File: config.mk
export PLATFORM = sky130hd
export DESIGN_NAME = uzc_channel
export DESIGN_NICKNAME = d
export VERILOG_FILES = /design/src/uzc_pkg.sv /design/src/uzc_channel.sv /design/src/uzc_baud.sv /design/src/uzc_rx.sv
export SDC_FILE = /design/constraint.sdc
export NUM_CORES = 1
export LEC_CHECK = 0
export ABC_AREA = 1
export ABC_CLOCK_PERIOD_IN_PS = 2200
export BUFFER_PORTS_ARGS = -buffer_cell sky130_fd_sc_hd__buf_2
export CAP_MARGIN = 20
export CORE_ASPECT_RATIO = 1.75
export CORE_MARGIN = 2
export CORE_UTILIZATION = 45
export CTS_CLUSTER_DIAMETER = 30
export DETAILED_ROUTE_END_ITERATION = 16
export GPL_TIMING_DRIVEN = 0
export PLACE_DENSITY = 0.76
export SLEW_MARGIN = 20
export SYNTH_ARGS = -nofsm -noshare
export SYNTH_HDL_FRONTEND = slang
export SYNTH_HIERARCHICAL = 1
export SYNTH_SLANG_ARGS = --single-unit
File: constraint.sdc
create_clock -name pclk -period 2.2 [get_ports pclk]
set_clock_uncertainty 0.1 [all_clocks]
set_input_delay 0.11 -clock pclk [delete_from_list [all_inputs] [get_ports pclk]]
set_output_delay 0.11 -clock pclk [all_outputs]
set_load 0.05 [all_outputs]
File: src/uzc_pkg.sv
// constants for the serial channel: register indices, field positions, reset values
// assumes an apb slave with 32-bit data, one register per aligned word
package uzc_pkg;
  localparam int          ADDR_W        = 12;
  // register indices; byte address is four times the index
  localparam logic [9:0]  IDX_EXT       = 10'h0d0;
  localparam logic [9:0]  IDX_BDL       = 10'h0dc;
  localparam logic [9:0]  IDX_CON1      = 10'h0dd;
  localparam logic [9:0]  IDX_CON2      = 10'h0de;
  localparam logic [9:0]  IDX_STATE     = 10'h0df;
  localparam logic [9:0]  IDX_IRQF      = 10'h0e1;
  localparam logic [9:0]  IDX_BUF       = 10'h0e2;
  // control one fields
  localparam int          C1_CHAN_ON    = 6;
  localparam int          C1_RX_ON      = 5;
  localparam int          C1_MULTI      = 4;
  localparam int          C1_STOP2      = 3;
  localparam int          C1_NINE       = 2;
  localparam int          C1_PAR_ON     = 1;
  localparam int          C1_PAR_ODD    = 0;
  // control two fields
  localparam int          C2_EXTRA_LO   = 4;
  localparam int          C2_TX_IRQ     = 3;
  localparam int          C2_RX_IRQ     = 2;
  // status fields
  localparam int          ST_RX9        = 6;
  localparam int          ST_TX9        = 5;
  localparam int          ST_TX_DONE    = 4;
  localparam int          ST_RX_READY   = 3;
  localparam int          ST_OVERRUN    = 2;
  localparam int          ST_FRAME      = 1;
  localparam int          ST_PARITY     = 0;
  localparam int          IRQF_CHAN     = 2;
  // reset values
  localparam logic [7:0]  RST_BDL       = 8'h00;
  localparam logic [7:0]  RST_CON1      = 8'h00;
  localparam logic [5:0]  RST_CON2      = 6'h0c;
  localparam logic [7:0]  RST_BUF       = 8'hff;
  // bit timing
  localparam int          PCLK_PERIOD_NS = 8;
  localparam logic [3:0]  OVS_LAST      = 4'hf;
  localparam logic [3:0]  OVS_MID       = 4'h7;
  localparam logic [2:0]  DATA_LAST     = 3'h7;
  typedef enum logic [2:0] {S_IDLE, S_START, S_DATA, S_EXTRA, S_STOP} uzc_state_t;
endpackage : uzc_pkg

File: src/uzc_channel.sv
// serial channel zero: apb register file, transmitter, flags
// assumes apb master on pclk; rxd is an asynchronous pin
//
// Behaviour
// - extension off: divisor is high2 over low8
// - extension on: extra2, high2, low8 divisor
// - divisor zero stops the baud clock
// - baud equals bus clock over sixteen divisor
// - channel runs only with enable set
// - receiver takes frames only when enabled
// - multiprocessor mode with nine-bit data drops frames with ninth zero
// - stop select picks one or two stops
// - data mode picks eight or nine bits
// - parity generated and checked, odd or even
// - transmit interrupt gated by its enable
// - receive interrupt gated by its enable
// - ninth received bit held read-only
// - ninth transmit bit writable, parity when enabled
// - transmit flag sets on empty, write-zero clears
// - receive flag sets on full, write-zero clears
// - frame into full buffer lost, overrun set
// - framing error sticky, write-zero clears
// - parity error sticky, write-zero clears
// - data port reads rx, writes tx, FF
// - shared flag bit sets on channel request
`timescale 1ns/1ps
module uzc_channel
  import uzc_pkg::*;
(
  input  wire logic              pclk,
  input  wire logic              presetn,
  input  wire logic              psel,
  input  wire logic              penable,
  input  wire logic              pwrite,
  input  wire logic [ADDR_W-1:0] paddr,
  input  wire logic [31:0]       pwdata,
  output logic      [31:0]       prdata,
  output logic                   pready,
  output logic                   pslverr,
  input  wire logic              rxd,
  output logic                   txd,
  output logic                   serial_zero_irq_flag,
  output logic                   serial_irq_req
);
  logic [7:0] baud_divisor_low;
  logic [1:0] baud_divisor_high;
  logic [1:0] baud_divisor_extra;
  logic       divisor_extension_on;
  logic [7:0] serial_mode_control_one;
  logic       tx_irq_on;
  logic       rx_irq_on;
  logic       rx_ninth_bit;
  logic       tx_ninth_bit;
  logic       tx_done_flag;
  logic       rx_ready_flag;
  logic       rx_overrun_flag;
  logic       framing_error_flag;
  logic       parity_error_flag;
  logic [7:0] rx_buffer;
  logic [7:0] tx_buffer;
  logic       tx_full;

  logic        channel_on;
  logic        rx_on;
  logic        multi_on;
  logic        stop2;
  logic        nine;
  logic        par_on;
  logic        par_odd;
  logic        has_extra;
  logic [11:0] divisor;
  logic        tick;
  logic        rx_done;
  logic [7:0]  rx_data;
  logic        rx_ninth;
  logic        rx_frame_bad;
  logic        rx_par_bad;
  logic        tx_par;
  logic        tx_ninth_eff;
  logic        req_q;
  logic        next_req;

  logic [ADDR_W-1:0] addr_q;
  logic              write_q;
  logic [7:0]        wbyte;
  logic              wr_acc;
  logic              mapped;
  logic [7:0]        next_rdata;

  assign channel_on = serial_mode_control_one[C1_CHAN_ON];
  assign rx_on      = serial_mode_control_one[C1_RX_ON];
  assign multi_on   = serial_mode_control_one[C1_MULTI];
  assign stop2      = serial_mode_control_one[C1_STOP2];
  assign nine       = serial_mode_control_one[C1_NINE];
  assign par_on     = serial_mode_control_one[C1_PAR_ON];
  assign par_odd    = serial_mode_control_one[C1_PAR_ODD];
  // the extra bit carries parity or the ninth data bit
  assign has_extra  = nine | par_on;
  assign divisor    = divisor_extension_on ? {baud_divisor_extra, baud_divisor_high, baud_divisor_low}
                                           : {2'b00, baud_divisor_high, baud_divisor_low};

  uzc_baud u_baud (
    .pclk    (pclk),
    .presetn (presetn),
    .run     (channel_on),
    .divisor (divisor),
    .tick    (tick)
  );

  uzc_rx u_rx (
    .pclk       (pclk),
    .presetn    (presetn),
    .run        (channel_on & rx_on),
    .tick       (tick),
    .rxd        (rxd),
    .has_extra  (has_extra),
    .par_on     (par_on),
    .par_odd    (par_odd),
    .done       (rx_done),
    .data       (rx_data),
    .ninth      (rx_ninth),
    .frame_bad  (rx_frame_bad),
    .parity_bad (rx_par_bad)
  );

  // apb: setup cycle latches the request, one access cycle answers
  assign wr_acc = psel & penable & pready & pwrite & ~pslverr;
  assign wbyte  = pwdata[7:0];

  always_comb begin
    mapped     = 1'b1;
    next_rdata = 8'h00;
    if (paddr == {IDX_EXT, 2'b00}) begin
      next_rdata = {7'h00, divisor_extension_on};
    end else if (paddr == {IDX_BDL, 2'b00}) begin
      next_rdata = baud_divisor_low;
    end else if (paddr == {IDX_CON1, 2'b00}) begin
      next_rdata = {1'b0, serial_mode_control_one[6:0]};
    end else if (paddr == {IDX_CON2, 2'b00}) begin
      next_rdata = {2'b00, baud_divisor_extra, tx_irq_on, rx_irq_on, baud_divisor_high};
    end else if (paddr == {IDX_STATE, 2'b00}) begin
      next_rdata = {1'b0, rx_ninth_bit, tx_ninth_eff, tx_done_flag, rx_ready_flag,
                    rx_overrun_flag, framing_error_flag, parity_error_flag};
    end else if (paddr == {IDX_IRQF, 2'b00}) begin
      next_rdata = {5'h00, serial_zero_irq_flag, 2'b00};
    end else if (paddr == {IDX_BUF, 2'b00}) begin
      next_rdata = rx_buffer;
    end else begin
      mapped = 1'b0;
    end
  end

  always_ff @(posedge pclk or negedge presetn) begin
    if (!presetn) begin
      pready  <= 1'b0;
      pslverr <= 1'b0;
      prdata  <= 32'h0000_0000;
      addr_q  <= '0;
      write_q <= 1'b0;
    end else begin
      pready  <= psel & ~penable;
      pslverr <= psel & ~penable & ~mapped;
      if (psel && !penable) begin
        prdata  <= pwrite ? 32'h0000_0000 : {24'h000000, next_rdata};
        addr_q  <= paddr;
        write_q <= pwrite;
      end
    end
  end

  // plain control registers
  always_ff @(posedge pclk or negedge presetn) begin
    if (!presetn) begin
      divisor_extension_on    <= 1'b0;
      baud_divisor_low        <= RST_BDL;
      serial_mode_control_one <= RST_CON1;
      {baud_divisor_extra, tx_irq_on, rx_irq_on, baud_divisor_high} <= RST_CON2;
    end else if (wr_acc) begin
      if (addr_q == {IDX_EXT, 2'b00}) divisor_extension_on <= wbyte[0];
      if (addr_q == {IDX_BDL, 2'b00}) baud_divisor_low <= wbyte;
      if (addr_q == {IDX_CON1, 2'b00}) serial_mode_control_one <= {1'b0, wbyte[6:0]};
      if (addr_q == {IDX_CON2, 2'b00}) begin
        {baud_divisor_extra, tx_irq_on, rx_irq_on, baud_divisor_high} <= wbyte[5:0];
      end
    end
  end

  logic wr_state;
  logic wr_buf;
  assign wr_state = wr_acc && addr_q == {IDX_STATE, 2'b00};
  assign wr_buf   = wr_acc && addr_q == {IDX_BUF, 2'b00};

  // receive side flags; a hardware set beats a same-cycle clear
  logic rx_take;
  logic rx_lost;
  assign rx_take = rx_done && !(multi_on && nine && !rx_ninth) && !rx_ready_flag;
  assign rx_lost = rx_done && !(multi_on && nine && !rx_ninth) && rx_ready_flag;

  always_ff @(posedge pclk or negedge presetn) begin
    if (!presetn) begin
      rx_buffer          <= RST_BUF;
      rx_ninth_bit       <= 1'b0;
      rx_ready_flag      <= 1'b0;
      rx_overrun_flag    <= 1'b0;
      framing_error_flag <= 1'b0;
      parity_error_flag  <= 1'b0;
    end else begin
      if (rx_take) begin
        rx_buffer    <= rx_data;
        rx_ninth_bit <= rx_ninth;
      end
      if (rx_take) rx_ready_flag <= 1'b1;
      else if (wr_state && !wbyte[ST_RX_READY]) rx_ready_flag <= 1'b0;
      if (rx_lost) rx_overrun_flag <= 1'b1;
      else if (wr_state && !wbyte[ST_OVERRUN]) rx_overrun_flag <= 1'b0;
      if (rx_take && rx_frame_bad) framing_error_flag <= 1'b1;
      else if (wr_state && !wbyte[ST_FRAME]) framing_error_flag <= 1'b0;
      if (rx_take && rx_par_bad) parity_error_flag <= 1'b1;
      else if (wr_state && !wbyte[ST_PARITY]) parity_error_flag <= 1'b0;
    end
  end

  // transmitter
  uzc_state_t tx_state;
  logic [3:0] tx_ovs;
  logic [2:0] tx_bitn;
  logic [7:0] tx_shift;
  logic       tx_extra;
  logic       tx_stop_second;
  logic       tx_load;

  assign tx_par       = (^tx_buffer) ^ par_odd;
  assign tx_ninth_eff = par_on ? tx_par : tx_ninth_bit;
  // loads wait for a tick so the start bit spans sixteen full ticks; no tick, no frame
  assign tx_load      = channel_on && tx_state == S_IDLE && tx_full && tick;

  always_ff @(posedge pclk or negedge presetn) begin
    if (!presetn) begin
      tx_buffer    <= RST_BUF;
      tx_full      <= 1'b0;
      tx_ninth_bit <= 1'b0;
      tx_done_flag <= 1'b0;
    end else begin
      if (wr_buf) begin
        tx_buffer <= wbyte;
        tx_full   <= 1'b1;
      end else if (tx_load || !channel_on) begin
        // shutting off drops a byte still waiting to go
        tx_full <= 1'b0;
      end
      // read-only while parity owns the bit
      if (wr_state && !par_on) tx_ninth_bit <= wbyte[ST_TX9];
      if (tx_load) tx_done_flag <= 1'b1;
      else if (wr_state && !wbyte[ST_TX_DONE]) tx_done_flag <= 1'b0;
    end
  end

  always_ff @(posedge pclk or negedge presetn) begin
    if (!presetn) begin
      tx_state       <= S_IDLE;
      tx_ovs         <= 4'h0;
      tx_bitn        <= 3'h0;
      tx_shift       <= 8'h00;
      tx_extra       <= 1'b0;
      tx_stop_second <= 1'b0;
      txd            <= 1'b1;
    end else if (!channel_on) begin
      // shutting off abandons any frame in flight
      tx_state <= S_IDLE;
      txd      <= 1'b1;
    end else begin
      case (tx_state)
        S_IDLE: begin
          txd            <= 1'b1;
          tx_ovs         <= 4'h0;
          tx_bitn        <= 3'h0;
          tx_stop_second <= 1'b0;
          if (tx_load) begin
            tx_shift <= tx_buffer;
            tx_extra <= tx_ninth_eff;
            tx_state <= S_START;
            txd      <= 1'b0;
          end
        end
        S_START: if (tick) begin
          tx_ovs <= tx_ovs + 4'h1;
          if (tx_ovs == OVS_LAST) begin
            txd      <= tx_shift[0];
            tx_state <= S_DATA;
          end
        end
        S_DATA: if (tick) begin
          tx_ovs <= tx_ovs + 4'h1;
          if (tx_ovs == OVS_LAST) begin
            tx_bitn <= tx_bitn + 3'h1;
            if (tx_bitn == DATA_LAST) begin
              tx_state <= has_extra ? S_EXTRA : S_STOP;
              txd      <= has_extra ? tx_extra : 1'b1;
            end else begin
              tx_shift <= {1'b0, tx_shift[7:1]};
              txd      <= tx_shift[1];
            end
          end
        end
        S_EXTRA: if (tick) begin
          tx_ovs <= tx_ovs + 4'h1;
          if (tx_ovs == OVS_LAST) begin
            txd      <= 1'b1;
            tx_state <= S_STOP;
          end
        end
        S_STOP: if (tick) begin
          tx_ovs <= tx_ovs + 4'h1;
          if (tx_ovs == OVS_LAST) begin
            if (stop2 && !tx_stop_second) tx_stop_second <= 1'b1;
            else tx_state <= S_IDLE;
          end
        end
        default: tx_state <= S_IDLE;
      endcase
    end
  end

  // request and shared flag; the flag sets on a rising request
  assign next_req = (tx_done_flag & tx_irq_on) | (rx_ready_flag & rx_irq_on);

  always_ff @(posedge pclk or negedge presetn) begin
    if (!presetn) begin
      req_q                <= 1'b0;
      serial_irq_req       <= 1'b0;
      serial_zero_irq_flag <= 1'b0;
    end else begin
      req_q          <= next_req;
      serial_irq_req <= next_req;
      if (next_req && !req_q) serial_zero_irq_flag <= 1'b1;
      else if (wr_acc && addr_q == {IDX_IRQF, 2'b00} && !wbyte[IRQF_CHAN]) begin
        serial_zero_irq_flag <= 1'b0;
      end
    end
  end
endmodule : uzc_channel

File: src/uzc_baud.sv
// sixteen-times oversampling tick generator
// assumes divisor is steady between frames
`timescale 1ns/1ps
module uzc_baud
  import uzc_pkg::*;
(
  input  wire logic        pclk,
  input  wire logic        presetn,
  input  wire logic        run,
  input  wire logic [11:0] divisor,
  output logic             tick
);
  logic [11:0] count;

  always_ff @(posedge pclk or negedge presetn) begin
    if (!presetn) begin
      count <= 12'h000;
      tick  <= 1'b0;
    end else if (!run || divisor == 12'h000) begin
      count <= 12'h000;
      tick  <= 1'b0;
    end else if (count >= divisor - 12'h001) begin
      count <= 12'h000;
      tick  <= 1'b1;
    end else begin
      count <= count + 12'h001;
      tick  <= 1'b0;
    end
  end
endmodule : uzc_baud

File: src/uzc_rx.sv
// receiver: synchronises the line, finds start, samples mid-bit
// assumes tick pulses at sixteen times the baud rate
`timescale 1ns/1ps
module uzc_rx
  import uzc_pkg::*;
(
  input  wire logic       pclk,
  input  wire logic       presetn,
  input  wire logic       run,
  input  wire logic       tick,
  input  wire logic       rxd,
  input  wire logic       has_extra,
  input  wire logic       par_on,
  input  wire logic       par_odd,
  output logic            done,
  output logic [7:0]      data,
  output logic            ninth,
  output logic            frame_bad,
  output logic            parity_bad
);
  uzc_state_t state;
  logic       sync1;
  logic       line;
  logic       line_q;
  logic [3:0] ovs;
  logic [2:0] bitn;

  // two stages before anything looks at the pin
  always_ff @(posedge pclk or negedge presetn) begin
    if (!presetn) begin
      sync1  <= 1'b1;
      line   <= 1'b1;
      line_q <= 1'b1;
    end else begin
      sync1  <= rxd;
      line   <= sync1;
      line_q <= line;
    end
  end

  always_ff @(posedge pclk or negedge presetn) begin
    if (!presetn) begin
      state      <= S_IDLE;
      ovs        <= 4'h0;
      bitn       <= 3'h0;
      data       <= 8'h00;
      ninth      <= 1'b0;
      done       <= 1'b0;
      frame_bad  <= 1'b0;
      parity_bad <= 1'b0;
    end else begin
      done <= 1'b0;
      if (!run) begin
        state <= S_IDLE;
      end else begin
        case (state)
          S_IDLE: begin
            ovs  <= 4'h0;
            bitn <= 3'h0;
            // falling edge only: a line still low after a bad stop bit is no new start
            if (line_q && !line) state <= S_START;
          end
          S_START: if (tick) begin
            ovs <= ovs + 4'h1;
            if (ovs == OVS_MID) begin
              ovs   <= 4'h0;
              // a glitch shorter than half a bit is not a start
              state <= line ? S_IDLE : S_DATA;
            end
          end
          S_DATA: if (tick) begin
            ovs <= ovs + 4'h1;
            if (ovs == OVS_LAST) begin
              data <= {line, data[7:1]};
              bitn <= bitn + 3'h1;
              if (bitn == DATA_LAST) state <= has_extra ? S_EXTRA : S_STOP;
            end
          end
          S_EXTRA: if (tick) begin
            ovs <= ovs + 4'h1;
            if (ovs == OVS_LAST) begin
              ninth <= line;
              state <= S_STOP;
            end
          end
          S_STOP: if (tick) begin
            ovs <= ovs + 4'h1;
            if (ovs == OVS_LAST) begin
              frame_bad  <= ~line;
              parity_bad <= par_on && ((^data ^ ninth) != par_odd);
              done       <= 1'b1;
              state      <= S_IDLE;
            end
          end
          default: state <= S_IDLE;
        endcase
      end
    end
  end
endmodule : uzc_rx

# Yosys cells after proc, flatten, opt, wreduce, memory -nomap -nowiden
# Index checks and enable logic that the tools add are counted.
word_totals:
  reg_bits: 153
  in_bits: 50
  output_inout_bits: 37
  word_cells: 304
op_classes:
  n_reduce_logical: 77
  n_bitwise: 17
  mux: 98
  addsub: 6
  n_lt_le_gt_ge: 1
  eq_ne: 62
ops:
  columns: ["operator", "count"]
  rows:
  - ["12-bit by 10-bit equality test with 1-bit output (second input constant)", 14]
  - ["8-bit 2-to-1 mux", 12]
  - ["3-bit 2-to-1 mux", 28]
  - ["3-bit inequality test (second input constant)", 17]
  - ["1-bit 2-to-1 mux", 41]
  - ["12-bit 2-to-1 mux", 3]
  - ["3-bit case mux with 5 select lines", 2]
  - ["1-bit logical AND", 25]
  - ["4-bit AND reduction", 6]
  - ["2-bit nonzero test", 11]
  - ["4-bit 2-to-1 mux", 4]
  - ["8-bit case mux with 2 select lines", 1]
  - ["8-bit XOR reduction", 2]
  - ["1-bit zero test", 14]
  - ["2-bit inequality test (second input constant)", 7]
  - ["12-bit by 1-bit adder with 12-bit output (second input constant)", 1]
  - ["3-bit by 2-bit equality test with 1-bit output (second input constant)", 4]
  - ["3-bit equality test (second input constant)", 4]
  - ["12-bit greater-or-equal comparator", 1]
  - ["12-bit zero test", 1]
  - ["3-bit by 2-bit inequality test with 1-bit output (second input constant)", 4]
  - ["3-bit case mux with 2 select lines", 2]
  - ["4-bit case mux with 3 select lines", 1]
  - ["12-bit by 1-bit subtractor with 12-bit output (second input constant)", 1]
  - ["28 further kinds", 55]

# Logic depth before layout (Yosys ltp)
# Gate-level depths: netlist (run 1).
depth:
  word_depth: 10
  mapped_depth: 15
  mapped_depth_nobuf: 15

# Cells and area by module
# The synthesis (run 1) kept the hierarchy.
by_module_without_submodules:
  columns: ["mod", "seq_area_each_um2", "area_each_um2", "n_inst", "cells_per_inst"]
  rows:
  - ["uzc_channel", 2301.0, 4737.0, 1, 580]
  - ["uzc_rx", 629.4, 1347.5, 1, 178]
  - ["uzc_baud", 325.3, 1243.7, 1, 174]

# Least setup slack after synthesis (run 1)
# Ideal clock, no wire load.
synth_timing:
  path_type: "reg2reg"
  startpoint: "register baud_divisor_low[0]"
  endpoint: "register u_baud.count[10]"
  t_arrival_ns: 1.989
  period_less_slack_ns: 2.205
  path_buffers: 1
  setup_ns: 0.116
  required_time_ns: 1.984
  stages_incl_launch_ff: 14
  path_slack_ns: -0.005
  path_cell_list: "dfrtp_1 > inv_1 > ha_1 > nand2_1 > nor3_2 > xor2_1 > inv_1 > ha_1 > nand4_1 > nor2_1 > nand2_1 > nand2_1 > buf_6 > nor2_1"
synth_via:
  elab_chain_len: 5
  elab_cells_between_ends: 7
  classes_between: "add/sub: 1; order compare: 1; mux: 3; reduce/logical: 2"
synth_rtl:
  columns: ["item", "line", "source"]
  rows:
  - ["start: declaration", "uzc_channel.sv:45", "logic [7:0] baud_divisor_low;"]
  - ["start signal: assignment", "uzc_channel.sv:180", "if (addr_q == {IDX_BDL, 2'b00}) baud_divisor_low <= wbyte;"]
  - ["12-bit 2-to-1 mux (*)", "uzc_channel.sv:99", "assign divisor = divisor_extension_on ? {baud_divisor_extra, baud_divisor_high, baud_divisor_low}"]
  - ["12-bit by 1-bit subtractor with 12-bit output", "uzc_baud.sv:22", "end else if (count >= divisor - 12'h001) begin"]
  - ["12-bit greater-or-equal comparator", "uzc_baud.sv:22", null]
  - ["12-bit 2-to-1 mux", "uzc_baud.sv:22", null]
  - ["12-bit 2-to-1 mux (*)", "uzc_baud.sv:19", "end else if (!run || divisor == 12'h000) begin"]
  - ["end signal: assignment", "uzc_baud.sv:26", "count <= count + 12'h001;"]
  - ["end: declaration", "uzc_baud.sv:13", "logic [11:0] count;"]
# Mark *: on every way between the ends. The rest lies on a longest branch, timed or not.
# A chain may end at the register's enable or synchronous reset.

# Final worst setup path (run 1)
layout_timing:
  startpoint: "register baud_divisor_low[4]"
  endpoint: "register u_baud.count[6]"
# Same word-level chain as after synthesis.

==> results of run 1 <==
## layer usage
layer,GRT usage,vias up
met3,0.02749,54
met5,0,-
li1,-,3199
met1,0.2283,3099
met4,0.1084,0
met2,0.3935,183
## layout by cell type, fill, tap and decap left out, types with 6 or more instances in the layout
master           n
nand3_1         51
clkbuf_1        12
nor2_2           9
nand2_2          8
ha_1            19
nand2_1        255
a21oi_1         14
conb_1          24
buf_4           36
inv_2            8
buf_2           39
xnor2_1          8
nor2_1          66
o21ai_0         84
dfrtp_2          6
dlygate4sd3_1   23
xor2_1           9
nor2_4          10
mux2_2           6
nand4_1         17
o22ai_1          7
dfstp_2         22
o21ai_2          9
clkbuf_16       17
dfrtp_1        101
o211ai_1         8
inv_1          116
## cells by family after synthesis
kind of cell               Yosys count  share of synthesized area
and+or+nand+nor                    449                     0.2733
buffers and inverters              164                     0.1007
AOI/OAI and AO/OA                  145                     0.1158
DFF                                129                     0.4443
adders and majority gates           21                    0.03585
xor gates and xnor gates            17                    0.02032
muxes                                6                   0.009219
other                                1                  0.0005117
## flip-flops by register name (all words and copies together), names as in the netlist, 7 cells and up
name                     cells
u_rx/data                    8
serial_mode_control_one      7
tx_shift                     8
u_baud/count                12
tx_buffer                    8
baud_divisor_low             8
addr_q                      12
prdata                       8
rx_buffer                    8
## cell type report
type	instances	area [um^2]	area share
plain buffers	39	269.0	0.03001
clock buffers	22	464.2	0.05179
clock inverters	10	157.7	0.01759
inverters	125	469.2	0.05235
multi-input cells	662	3563	0.3975
flip-flops and latches	129	3263	0.3640
well taps	189	236.5	0.02638
repair buffers	73	540.5	0.06030
## stage by stage
| step | util | cells |
|---|---|---|
| after floorplan | - | 955 |
| after global placement | 0.4917 | 1182 |
| after detailed placement | 0.4941 | 1183 |
| after CTS | 0.5530 | 1241 |
| after global routing | 0.5619 | 1249 |
| final | 0.5619 | 1249 |
## power by group
group / internal [W] / leakage (nW) / switching (W)
registers: 0.00241 / 1.66 / 0.0000244
logic: 0.000112 / 2.60 / 0.000245
clock network: 0.00195 / 0.296 / 0.00102
## critical path, delay by kind of cell, from the launching register on
| family | cells | cell delay, ns |
|---|---|---|
| flops | 1 | 0.47 |
| fa+ha+maj | 1 | 0.27 |
| xor+xnor | 1 | 0.16 |
| buf+inv | 2 | 0.23 |
| simple gates | 8 | 1.05 |
## path summary, 6_finish.rpt
kind                                startpoint         endpoint  slack [ns]
max in group asynchronous              presetn     tx_buffer[3]        1.16
min reg2reg                         u_rx/sync1        u_rx/line        0.25
max                        baud_divisor_low[4]  u_baud/count[6]       -0.19
min                                     pwrite        prdata[0]        0.05
max reg2reg                baud_divisor_low[4]  u_baud/count[6]       -0.19
min in group asynchronous              presetn      u_rx/ovs[0]        0.09
## repair_timing
action                     CTS  global route
setup buffers                3             7
pin swaps                    5            10
setup endpoints to repair   13            33
gates cloned                 0             1
hold endpoints to repair   161             0
hold buffers                23             0
resized for setup           21            21
==> run metrics, run 1 <==
status finished with violations; failing checks setup timing; Syn Area/Cell 7.863 um^2; Leakage 4.552 nW; RSZ-0062 raised after global routing true; Max VDD drop 0.5249 mV; Placeable Area 0.01595 mm^2; Critical Path Fanout Max 5; port bufs 38; cell with the most instances after synthesis nand2_1; commonest cells in the netlist nand2_1, inv_1, dfrtp_1; TritonRoute pass-1 iters 4; initial DRC count 444; CTS tree built; asr flop ratio synth 1.000; M1 WL 6792 um; die height 172.8 um; Final Hold Fails 0; row cnt 61; Die W 100.5 um; Fmax 0.4185 GHz; sequential cell area fraction in the yosys report 0.4443; Clock Latency Late Sink 0.41 ns; layout overhead on the synthesized area 22.32%; final setup fails 13; Final HPWL DP 13,020 um; Final Max Slew Viols 0; Area after DPL 0.007881 mm^2; R2R cell count 12; Syn Inst Count 932; initial antenna violation count 0; CP max stage cell dfrtp_2; die area 0.01736 mm^2; Met2 Wirelength 9949 um; IO Count 87; drt total wl 18,100 um; CTS Buf Count 17; Ys Warns 6; CP Cell Sequence nor2_2, nand2_2, nor3_4, xor2_1, inv_1, ha_4, nand4_1, nor2_2, nand2_2, nand2_4, buf_4, nor2_1; Post-synth EDFFs 0; Clk pin slew, worst setup/hold paths 0.06 ns; Hold Slack 0.04782 ns; # clock sinks 129; Worst Tran Pin Value 0.5311 ns; H-Tree Depth 4; post-route ant nets 0; Synth Register Bits 129; largest cells by area after synthesis dfrtp_1, nand2_1, dfstp_2, inv_1, o21ai_0; Yosys top cell by area dfrtp_1; crit end category register; root buffer cell clkbuf_16; Net count, final 1,118; largest net degree at the start of global routing 76; Via density 5.232; Synth top area share 0.3654; Req. time, crit path 2.40 ns; vias in the first global route 6,338; routability cong. 0.9197; critical path class register to register; routed len/inst 14.49 um; Fillers 1,359; post-layout power 0.005765 W; share of layout cells above drive strength 1 0.2019; WHS Path Cells 6; number of max-cap violations 0; DR WL met3 553 um; post-route setup TNS -2.279 ns; Tightest Hold Check Type input pin to register; top layer used by detailed routing met4; crit path time final 2.389 ns; Finished Cell Area 0.008964 mm^2; gr usage total 0.2121; diode count 0; CP startpoint kind register; clock buffer depth 2; first-pass GRT wire length 29,220 um; period utilization 1.086; total number of vias 6,535; Netlist Area Pre-Place 0.007328 mm^2; GRT Residual Overflow 0; Post-synth top flop dfrtp_1; Max stage delay on crit path 0.47 ns; Rel. slew slack 0.6430; PD cells 643.2 mW/mm^2; DRC viols 0; setup ws final -0.1894 ns; crit path DAT 2.59 ns; post-synth cell types 52; Initial Utilization 0.4594; worst slack, placed -0.3996 ns
No activity file was read; power rests on OpenSTA's default activity.
==> run 2, diff against run 1 <==
--- a/config.mk
+++ b/config.mk
@@ -6,16 +6,15 @@
 export NUM_CORES = 1
 export LEC_CHECK = 0
 export ABC_AREA = 1
-export ABC_CLOCK_PERIOD_IN_PS = 2200
+export ABC_CLOCK_PERIOD_IN_PS = 2350
 export BUFFER_PORTS_ARGS = -buffer_cell sky130_fd_sc_hd__buf_2
 export CAP_MARGIN = 20
 export CORE_ASPECT_RATIO = 1.75
-export CORE_MARGIN = 2
 export CORE_UTILIZATION = 45
 export CTS_CLUSTER_DIAMETER = 30
 export DETAILED_ROUTE_END_ITERATION = 16
 export GPL_TIMING_DRIVEN = 0
-export PLACE_DENSITY = 0.76
+export PLACE_DENSITY = 0.73
 export SLEW_MARGIN = 20
 export SYNTH_ARGS = -nofsm -noshare
 export SYNTH_HDL_FRONTEND = slang
==> constraint.sdc (replaced) <==
create_clock -name pclk -period 2.35 [get_ports pclk]
set_clock_uncertainty 0.1 [all_clocks]
set_input_delay 0.1175 -clock pclk [delete_from_list [all_inputs] [get_ports pclk]]
set_output_delay 0.1175 -clock pclk [all_outputs]
set_load 0.05 [all_outputs]
==> run metrics, run 2 (synthesis gave the netlist of run 1 again) <==
Final Max Slew Viols 0; Final Hold Fails 0; port bufs 38; CP startpoint kind register; row cnt 61; GRT busiest layer met2; Rel. slew slack 0.5238; Fmax 0.4171 GHz; crit path DAT 2.61 ns; crit path time final 2.398 ns; worst slack, placed -0.2720 ns; diode count 0; final setup fails 10; CP max stage cell dfrtp_2; leading cell type in the layout, fill and taps excluded nand2_1; DRC viols 0; crit end category register; failing checks setup timing; routability cong. 0.9067; root buffer cell clkbuf_16; CTS Buf Count 17; layout overhead on the synthesized area 21.17%; biggest regs addr_q x12, u_baud/count x12; Initial Utilization 0.4616; vias in the first global route 6,375; total number of vias 6,540; routing usage on met3 0.03922; CTS tree built; GRT Residual Overflow 0; footprint of the multi-input gates 0.003491 mm^2; Fillers 1,449; post-route ant nets 0; Req. time, crit path 2.56 ns; gr usage total 0.2297; # clock sinks 129; Tightest Hold Check Type input pin to register; largest net degree at the start of global routing 95; drt total wl 18,150 um; Placeable Area 0.01588 mm^2; fin util 0.5593; Net count, final 1,118; setup ws final -0.04751 ns; Finished Layout Cells 1,249; period utilization 1.020; Max stage delay on crit path 0.45 ns; RSZ-0062 raised after global routing true; routed len/inst 14.53 um; share of layout cells above drive strength 1 0.1943; met2 track demand over resource 0.4219; CP Cell Sequence nor2_2, nand3_2, nor2_4, nand2_1, xor2_1, ha_1, nand4_1, nor2_1, nand2_2, nand2_2, buf_6, nor2_1; die area 0.01682 mm^2; Die W 98.47 um; Via density 5.236; Clock Latency Late Sink 0.42 ns; clock buffer depth 2; initial DRC count 444; status finished with violations; first-pass GRT wire length 30,170 um; Reg area 0.003263 mm^2; die height 170.8 um; Leakage 4.545 nW; H-Tree Depth 4; commonest cells after routing, fill and taps aside nand2_1, inv_1, dfrtp_1; met1 Use GR 0.2457; IO Count 87; critical path class register to register; DP Cell Count 1,183; PD cells 598.2 mW/mm^2; Max VDD drop 0.4083 mV; Worst Tran Pin Value 0.7078 ns; Final HPWL DP 13,070 um; TritonRoute pass-1 iters 7; Crit path buffers/inverters 1; Clk pin slew, worst setup/hold paths 0.06 ns; Critical Path Fanout Max 5; initial antenna violation count 0; number of max-cap violations 0; CP delay by family, top simple AND/OR/NAND/NOR gates
[run 2: layer usage]
metal  part of all wire  vias to the layer above
li1                   -                     3183
met2               0.54                      180
met3              0.036                       67
met4              0.050                        0
met1               0.37                     3110
met5                  0                        -
[run 2: worst register-to-register path, stage by stage, from the launching register on]
cell	delay, ns
dfrtp_2	0.45
nor2_2	0.15
nand3_2	0.13
nor2_4	0.15
nand2_1	0.07
xor2_1	0.15
ha_1	0.33
nand4_1	0.17
nor2_1	0.15
nand2_2	0.11
nand2_2	0.14
buf_6	0.14
nor2_1	0.05
[run 2: timing repair]
item | 4_1_cts | 5_1_grt
gates cloned | 0 | 1
pin swaps | 6 | 0
setup buffers | 5 | 6
hold endpoints to repair | 150 | 0
hold buffers | 22 | 0
gates resized for setup | 18 | 10
endpoints found under the setup margin | 13 | 13
[run 2: final timing paths]
| kind | slack, ns | from | to | cells past startpoint |
|---|---|---|---|---|
| worst min-delay path | 0.03 | paddr[2] | addr_q[2] | 3 |
| worst max-delay path | -0.05 | baud_divisor_low[3] | u_baud/count[10] | 12 |
| worst min register to register | 0.26 | u_rx/sync1 | u_rx/line | 0 |
| min in group asynchronous | 0.05 | presetn | tx_ovs[2] | 2 |
| worst max register to register | -0.05 | baud_divisor_low[3] | u_baud/count[10] | 12 |
| max in group asynchronous | 1.32 | presetn | baud_divisor_low[2] | 3 |
[run 2: stage by stage]
stage	hold WS (ns)	setup TNS, ns	total power [W]	area, um^2
floorplan	-0.2781	0	0.002506	7415
detailed placement	-0.09039	-2.887	0.002619	7879
CTS	0.02708	0	0.005343	8795
global route	0.04893	-1.365	0.005490	8880
global placement	0.1266	-71.56	0.002608	7841
finish	0.03168	-0.3154	0.005312	8880
[run 2: power by group]
part | internal [W] | total [W] | switching [W]
logic | 0.000103 | 0.000333 | 0.000230
clock network | 0.00168 | 0.00270 | 0.00102
registers | 0.00226 | 0.00228 | 0.0000231
[run 2: layout make-up]
class	count	area share
Sequential cell	129	0.3675
Tap cell	189	0.02663
Clock inverter	11	0.01451
Clock buffer	21	0.05411
Timing Repair Buffer	73	0.06101
Inverter	125	0.05284
Multi-Input combinational cell	662	0.3931
Buffer	39	0.03029
